**src/hw/dsw_pkg.sv**
```systemverilog
// package: word layout, range codes and timing constants of the dac serial write port
package dsw_pkg;
   localparam int          WORD_BITS     = 24;
   localparam int          CNT_W         = 5;
   localparam logic [4:0]  WORD_CNT      = 5'h18;
   localparam int          FIXED_ZERO_POS = 20;
   localparam int          ADDR_MSB      = 19;
   localparam int          ADDR_LSB      = 16;
   localparam int          DATA_MSB      = 15;
   localparam int          SEG_BITS      = 6;
   localparam int          SEG_COUNT     = 63;
   localparam int          LADDER_BITS   = 10;
   localparam int          RANGE_BITS    = 3;
   localparam int          CODING_POS    = 3;
   localparam logic [3:0]  ADDR_CONTROL  = 4'h4;
   localparam logic [3:0]  ADDR_DAC_LOAD = 4'h3;
   localparam logic [2:0]  RANGE_RESET   = 3'h0;
   localparam logic [15:0] CODE_RESET    = 16'h0000;
   localparam logic [23:0] WORD_RESET    = 24'h000000;
   // ranges 0..3 bipolar in this block's mapping; 4..7 unipolar
   localparam logic [7:0]  RANGE_BIPOLAR = 8'h0f;
   localparam real         SCLK_PERIOD_NS = 80.0;
   localparam real         CLK_PERIOD_NS  = 10.0;
   localparam int          HALF_SCLK_CYC  = int'(SCLK_PERIOD_NS / CLK_PERIOD_NS) / 2;
   localparam int          DIV_W          = 8;
endpackage

```
**src/hw/dsw_link_if.sv**
```systemverilog
// interface: four-wire serial link between host and dac port
`timescale 1ns/1ps
interface dsw_link_if;
   logic frame_n;
   logic sclk;
   logic serial_data_in;
   logic serial_data_out;
   logic serial_data_out_oe_n;
   logic sdo_wire;
   assign sdo_wire = serial_data_out_oe_n ? 1'b1 : serial_data_out;
   modport host (output frame_n, output sclk, output serial_data_in, input sdo_wire);
   modport dev  (input frame_n, input sclk, input serial_data_in,
                 output serial_data_out, output serial_data_out_oe_n);
endinterface

```
**src/hw/dsw_code_path.sv**
```systemverilog
// module: coding conversion and segment/ladder switch split of the dac code
`timescale 1ns/1ps
module dsw_code_path #(
   parameter int DATA_BITS = 16
) (
   input  wire logic                 clk_i,
   input  wire logic                 rst_n_i,
   input  wire logic [15:0]          code_i,
   input  wire logic                 twos_i,
   input  wire logic [2:0]           range_i,
   output logic [62:0]               segment_switches_o,
   output logic [9:0]                ladder_switches_o
);
   logic [15:0] bin;
   logic        bip;
   initial begin
      if (DATA_BITS != 16 && DATA_BITS != 12) $error("DATA_BITS must be 16 or 12");
   end
   always_comb begin
      bip = dsw_pkg::RANGE_BIPOLAR[range_i];
      // twos complement only honoured on bipolar ranges
      bin = (twos_i && bip) ? (code_i ^ 16'h8000) : code_i;
      if (DATA_BITS == 12) begin
         bin = {bin[15:4], 4'h0};
      end
   end
   always_ff @(posedge clk_i or negedge rst_n_i) begin
      if (!rst_n_i) begin
         segment_switches_o <= '0;
         ladder_switches_o  <= '0;
      end else begin
         for (int i = 0; i < dsw_pkg::SEG_COUNT; i++) begin
            segment_switches_o[i] <= (32'(bin[15:10]) > i);
         end
         ladder_switches_o <= bin[9:0];
      end
   end
endmodule

```
**src/hw/dsw_device.sv**
```systemverilog
// module: device end, samples the link, validates and decodes each 24-bit word
`timescale 1ns/1ps
module dsw_device #(
   parameter int DATA_BITS = 16
) (
   input  wire logic        clk_i,
   input  wire logic        rst_n_i,
   dsw_link_if.dev          link,
   output logic             word_valid_o,
   output logic             word_error_o,
   output logic [3:0]       addr_o,
   output logic [15:0]      dac_code_o,
   output logic [2:0]       range_select_o,
   output logic             twos_coding_o,
   output logic [62:0]      segment_switches_o,
   output logic [9:0]       ladder_switches_o
);
   initial begin
      if (DATA_BITS != 16 && DATA_BITS != 12) $error("DATA_BITS must be 16 or 12");
   end

   // ***************************************************************
   // pin synchronisers and edge detection
   // ***************************************************************
   logic [1:0]  fr_s_q;
   logic [1:0]  ck_s_q;
   logic [1:0]  di_s_q;
   logic        fr_d_q;
   logic        ck_d_q;
   logic        fall;
   logic        rise;
   logic        frame_rise;
   logic        frame_low;

   // frame select idles high, so its stages reset high: no false frame after reset
   always_ff @(posedge clk_i or negedge rst_n_i) begin
      if (!rst_n_i) begin
         fr_s_q <= 2'b11;
      end else begin
         fr_s_q <= {fr_s_q[0], link.frame_n};
      end
   end

   // serial clock idles high too, so no false falling edge after reset
   always_ff @(posedge clk_i or negedge rst_n_i) begin
      if (!rst_n_i) begin
         ck_s_q <= 2'b11;
      end else begin
         ck_s_q <= {ck_s_q[0], link.sclk};
      end
   end

   always_ff @(posedge clk_i or negedge rst_n_i) begin
      if (!rst_n_i) begin
         di_s_q <= 2'b00;
      end else begin
         di_s_q <= {di_s_q[0], link.serial_data_in};
      end
   end

   // delayed copies of the settled levels for edge detection
   always_ff @(posedge clk_i or negedge rst_n_i) begin
      if (!rst_n_i) begin
         fr_d_q <= 1'b1;
         ck_d_q <= 1'b1;
      end else begin
         fr_d_q <= fr_s_q[1];
         ck_d_q <= ck_s_q[1];
      end
   end

   assign frame_low  = ~fr_s_q[1];
   // edges found from levels only, so a stopped clock is harmless
   assign fall       = ck_d_q & ~ck_s_q[1] & frame_low;
   assign rise       = ~ck_d_q & ck_s_q[1];
   assign frame_rise = ~fr_d_q & fr_s_q[1];

   // ***************************************************************
   // input shift register and edge counter
   // ***************************************************************
   logic [23:0] sh_q;
   logic [4:0]  cnt_q;
   logic        over_q;
   logic        sdo_q;
   logic        sdo_oe_n_q;

   // bits enter at the bottom, so the first bit sent ends up on top
   always_ff @(posedge clk_i or negedge rst_n_i) begin
      if (!rst_n_i) begin
         sh_q <= dsw_pkg::WORD_RESET;
      end else if (fall) begin
         sh_q <= {sh_q[22:0], di_s_q[1]};
      end
   end

   // counter stops at one word; a further fall raises the overrun flag and still shifts sh_q
   always_ff @(posedge clk_i or negedge rst_n_i) begin
      if (!rst_n_i) begin
         cnt_q <= '0;
      end else if (!frame_low) begin
         cnt_q <= '0;
      end else if (fall && cnt_q != dsw_pkg::WORD_CNT) begin
         cnt_q <= cnt_q + 5'h01;
      end
   end

   always_ff @(posedge clk_i or negedge rst_n_i) begin
      if (!rst_n_i) begin
         over_q <= 1'b0;
      end else if (!frame_low) begin
         over_q <= 1'b0;
      end else if (fall && cnt_q == dsw_pkg::WORD_CNT) begin
         over_q <= 1'b1;
      end
   end

   // ***************************************************************
   // serial data out for readback and chaining
   // ***************************************************************
   // launched on the rise, so the bit is settled by the next fall
   always_ff @(posedge clk_i or negedge rst_n_i) begin
      if (!rst_n_i) begin
         sdo_q <= 1'b0;
      end else if (rise) begin
         sdo_q <= sh_q[23];
      end
   end

   // released while frame is high so other devices may share the line
   always_ff @(posedge clk_i or negedge rst_n_i) begin
      if (!rst_n_i) begin
         sdo_oe_n_q <= 1'b1;
      end else begin
         sdo_oe_n_q <= ~frame_low;
      end
   end

   assign link.serial_data_out      = sdo_q;
   assign link.serial_data_out_oe_n = sdo_oe_n_q;

   // ***************************************************************
   // decode on frame rise
   // ***************************************************************
   logic [3:0]  rx_addr;
   logic        good;
   logic        take;
   assign rx_addr = sh_q[dsw_pkg::ADDR_MSB:dsw_pkg::ADDR_LSB];
   assign good    = (cnt_q == dsw_pkg::WORD_CNT) && !over_q
                    && !sh_q[dsw_pkg::FIXED_ZERO_POS];
   assign take    = frame_rise & good;

   // one-cycle pulses that report every frame end
   always_ff @(posedge clk_i or negedge rst_n_i) begin
      if (!rst_n_i) begin
         word_valid_o <= 1'b0;
         word_error_o <= 1'b0;
      end else begin
         word_valid_o <= take;
         word_error_o <= frame_rise & ~good;
      end
   end

   always_ff @(posedge clk_i or negedge rst_n_i) begin
      if (!rst_n_i) begin
         addr_o <= '0;
      end else if (take) begin
         addr_o <= rx_addr;
      end
   end

   // control fields kept only from a good control word
   always_ff @(posedge clk_i or negedge rst_n_i) begin
      if (!rst_n_i) begin
         range_select_o <= dsw_pkg::RANGE_RESET;
         twos_coding_o  <= 1'b0;
      end else if (take && rx_addr == dsw_pkg::ADDR_CONTROL) begin
         range_select_o <= sh_q[dsw_pkg::RANGE_BITS-1:0];
         twos_coding_o  <= sh_q[dsw_pkg::CODING_POS];
      end
   end

   always_ff @(posedge clk_i or negedge rst_n_i) begin
      if (!rst_n_i) begin
         dac_code_o <= dsw_pkg::CODE_RESET;
      end else if (take && rx_addr == dsw_pkg::ADDR_DAC_LOAD) begin
         dac_code_o <= sh_q[dsw_pkg::DATA_MSB:0];
      end
   end

   dsw_code_path #(.DATA_BITS(DATA_BITS)) u_path (
      .clk_i              (clk_i),
      .rst_n_i            (rst_n_i),
      .code_i             (dac_code_o),
      .twos_i             (twos_coding_o),
      .range_i            (range_select_o),
      .segment_switches_o (segment_switches_o),
      .ladder_switches_o  (ladder_switches_o)
   );
endmodule

```
**src/flat_wrapper.sv**
```systemverilog
// flat-port wrapper written by rule: the top's interface ports become plain ports
module dsw_device_flat 
#(
   parameter int DATA_BITS = 16
)
  (clk_i, rst_n_i, word_valid_o, word_error_o, addr_o, dac_code_o, range_select_o, twos_coding_o, segment_switches_o, ladder_switches_o, link_frame_n, link_sclk, link_serial_data_in, link_serial_data_out, link_serial_data_out_oe_n);
  dsw_link_if link_i ();
  input  wire logic clk_i;
  input  wire logic rst_n_i;
  output logic word_valid_o;
  output logic word_error_o;
  output logic [3:0] addr_o;
  output logic [15:0] dac_code_o;
  output logic [2:0] range_select_o;
  output logic twos_coding_o;
  output logic [62:0] segment_switches_o;
  output logic [9:0] ladder_switches_o;
  input wire logic [$bits(link_i.frame_n)-1:0] link_frame_n;
  input wire logic [$bits(link_i.sclk)-1:0] link_sclk;
  input wire logic [$bits(link_i.serial_data_in)-1:0] link_serial_data_in;
  output wire logic [$bits(link_i.serial_data_out)-1:0] link_serial_data_out;
  output wire logic [$bits(link_i.serial_data_out_oe_n)-1:0] link_serial_data_out_oe_n;
  assign link_i.frame_n = link_frame_n;
  assign link_i.sclk = link_sclk;
  assign link_i.serial_data_in = link_serial_data_in;
  assign link_serial_data_out = link_i.serial_data_out;
  assign link_serial_data_out_oe_n = link_i.serial_data_out_oe_n;
  dsw_device #(.DATA_BITS(DATA_BITS)) u_core (.clk_i(clk_i), .rst_n_i(rst_n_i), .link(link_i), .word_valid_o(word_valid_o), .word_error_o(word_error_o), .addr_o(addr_o), .dac_code_o(dac_code_o), .range_select_o(range_select_o), .twos_coding_o(twos_coding_o), .segment_switches_o(segment_switches_o), .ladder_switches_o(ladder_switches_o));
endmodule
```
**config.mk**
```make
export PLATFORM = sky130hd
export DESIGN_NAME = dsw_device_flat
export DESIGN_NICKNAME = d
export VERILOG_FILES = /design/src/hw/dsw_pkg.sv /design/src/hw/dsw_link_if.sv /design/src/hw/dsw_code_path.sv /design/src/hw/dsw_device.sv /design/src/flat_wrapper.sv
export SDC_FILE = /design/constraint.sdc
export NUM_CORES = 1
export LEC_CHECK = 0
export BUFFER_PORTS_ARGS = -buffer_cell sky130_fd_sc_hd__buf_2
export CORE_ASPECT_RATIO = 0.8
export CORE_UTILIZATION = 35
export CTS_CLUSTER_DIAMETER = 40
export CTS_CLUSTER_SIZE = 10
export DETAILED_ROUTE_END_ITERATION = 6
export GPL_TIMING_DRIVEN = 0
export PLACE_DENSITY = 0.58
export REMOVE_ABC_BUFFERS = 1
export SETUP_SLACK_MARGIN = 0.15
export SYNTH_ARGS = -nofsm -noshare
export SYNTH_HDL_FRONTEND = slang
export SYNTH_SLANG_ARGS = --single-unit
```
**constraint.sdc**
```tcl
create_clock -name clk_i -period 2.4 [get_ports clk_i]
set_clock_uncertainty 0.2 [all_clocks]
set_input_delay 0.12 -clock clk_i [delete_from_list [all_inputs] [get_ports clk_i]]
set_output_delay 0.12 -clock clk_i [all_outputs]
set_load 0.01 [all_outputs]
```
==> metrics.txt <==
Skew-Pair Late Insertion Delay=0.41 ns; number of global-route vias before repair=2946; largest net degree at the start of global routing=92; total number of vias=2954; Initial DRT Pass Iterations=4; Worst Slack Setup Final=0.326 ns; DP Wirelength=5840 um; PD cells=835 nW/um2; Pint=4120 uW; Worst Path Max Fanout=9; H-tree lvl count=4; DRC marker count from the first detailed-route iteration=89; Final Cycle Share=86.4%; Crit. End Element=flop; post-synthesis cell type count=37; final setup vio count=0; DIE AREA=14400 um2; GPL Wtd Cong=0.720; largest area contributor in the netlist=dfrtp_1; FF-to-FF path depth=5; Fmax=482 MHz; # DRC=0; post-place setup slack=0.0384 ns; status=completed; gr ovfl total=0; Switching Share=21.4%; clk root buf=clkbuf_16; Seq/Total Area, Yosys=70.9%; antenna-violating nets left=0; Vias/cell=4.55; TritonCTS Buffers=17; Initial Utilization=35.9%; row cnt=38; Synth Register Bits=138; top-area cell type share of the netlist area=67.7%; slew of the pin with the lowest slew margin=0.844 ns; GRT Overall Usage=13.7%; Max rail drop VDD=0.447 mV; Die Wd=134 um; syn avg cell area=14.1 um2; ranking of synthesized cells by area=dfrtp_1, mux2_2, dfstp_2, mux2_4, a21oi_1; first-pass GRT wire length=15000 um; Clock Path Buffers=2; die height=108 um; fin crit period=2.07 ns; Max-Cap Viols=0; Routed WL=9120 um; Cell Area, Synth=4880 um2; combinational power share=2.8%; WS Path Type=reg -> reg; Worst EP arrival=2.17 ns; most common cell after layout, fill and taps aside=dfrtp_1; layout cells sized above 1=42.4%; # IOs=106; setup tns final=0 ns; max-slew violation count=0; Leak=0.00345 uW; most frequent cells in the layout=dfrtp_1, buf_2, mux2_2, nand2_1; I/O Buffers=105; clock network power share=50.2%; final hold viol count=0; Final #Nets=463; Area growth syn-to-layout=28.6%; worst min path class=in -> async; Slew HR=43.7%; wire per inst=14.1 um; final core occ=46.1%; Inserted Diodes=0; TritonCTS Sinks=138; Sw Pwr=1120 uW; Required @ worst endpoint=2.50 ns; Yosys warning count=0; core area=13600 um2; Seq pwr share=47.1%; Cells after Synth=345; clk slew on worst S/H paths=0.06 ns; initial antenna violation count=0; RSZ-0062 raised after global routing=no; TritonCTS clock tree=built; CP Launch Type=flop
==> worst paths after layout <==
path | from | end | slack (ns)
max in group asynchronous | rst_n_i | u_core.ck_d_q | 1.19
setup / recovery | u_core.cnt_q[0] | u_core.range_select_o[0] | 0.33
min in group clk_i | link_sclk | u_core.ck_s_q[0] | 0.15
hold reg to reg | u_core.ck_s_q[0] | u_core.ck_s_q[1] | 0.16
hold / removal | rst_n_i | u_core.u_path.segment_switches_o[31] | 0.007
setup reg to reg | u_core.cnt_q[0] | u_core.range_select_o[0] | 0.33
==> power by group through the flow <==
| stage | clock (uW) | combinational (uW) | sequential, uW |
|---|---|---|---|
| 2_1_floorplan | 0 | 76.0 | 2480 |
| 4_1_cts | 2680 | 151 | 2470 |
| 3_5_place_dp | 0 | 145 | 2510 |
| 3_3_place_gp | 0 | 130 | 2500 |
| 5_1_grt | 2800 | 164 | 2480 |
| 6_report | 2630 | 145 | 2470 |
==> cells in the mapped netlist <==
master    count
nand2b_1      1
inv_1         5
buf_2         3
o21bai_1      1
nand4b_1      1
nor3_1        8
a21oi_1      20
dfstp_2       6
and4b_1       1
nor3b_1       1
and2b_1       1
a21o_1        1
buf_1         1
xnor2_2       1
and3_1        2
and2_1        1
nor4b_1       1
nand3b_1      2
clkbuf_1     14
dfrtp_1     132
buf_6         2
or2_2         1
or2_1         1
nor2b_1       3
nand4_1       1
o21ai_0      17
nand4_4       1
and4bb_2      1
nor2_1       16
nand2_1      22
a21boi_0      1
or3_1         3
nand3_1      20
ha_1          2
mux2_2       39
nor2_2        2
mux2_4       10
==> logic make-up after synthesis <==
kind of cell,after synthesis,share of synthesized area [%]
xor gates and xnor gates,1,0.333
and+or+nand+nor,90,9.59
adders and majority gates,2,0.513
AOI/OAI and AO/OA,40,4.26
buffers and inverters,25,2.31
muxes,49,12.1
DFF,138,70.9
==> layer usage <==
layer,track usage (%),vias to the layer above,part of all wire [%]
met5,0,-,0
met3,4.90,10,6.3
met1,18.6,1454,47
met4,5.62,0,1.1
met2,20.0,88,45
li1,-,1402,-
==> flip-flops by register name, summed over array words and instances, names as in the netlist <==
signal and cells:
u_core.word_valid_o 1, u_core.u_path.ladder_switches_o 10, u_core.over_q 1, u_core.range_select_o 3, u_core.addr_o 4, u_core.u_path.segment_switches_o 63, u_core.sh_q 24, u_core.dac_code_o 16
u_core.twos_coding_o 1, u_core.cnt_q 5, u_core.link.serial_data_out 1, u_core.fr_d_q 1, u_core.word_error_o 1, u_core.ck_s_q 2, u_core.ck_d_q 1, u_core.di_s_q 2
u_core.fr_s_q 2
==> layout make-up <==
class | instances | area, um2
fill | 1260 | 7320
multi-input combinational | 182 | 1320
clock buffer | 19 | 433
clock inverter | 13 | 168
inverter | 5 | 18.8
sequential | 138 | 3460
tap | 180 | 225
timing repair buffer | 112 | 647
==> metrics by stage <==
stage	power, uW	cells	area [um2]	hold slack, ns
final	5240	649	6270	0.00747
after global placement	2630	610	5540	0.0249
after CTS	5300	649	6270	0.00784
after floorplan	2560	325	4790	-0.376
after detailed placement	2650	612	5610	-0.128
after global routing	5440	649	6270	0.0436
==> repair_timing <==
item / CTS / global route
hold buffers: 4 / 0
setup buffers: 1 / 0
endpoints found under the hold margin: 135 / 0
endpoints found under the setup margin: 40 / 0
gates resized for setup: 1 / 0
==> worst max-delay path: stages, from the launching register on <==
cell	delay, ns
dfrtp_1	0.40
inv_1	0.10
ha_1	0.18
and4b_1	0.41
nand4_1	0.32
mux2_2	0.36
(Power assumes the default switching activity.)
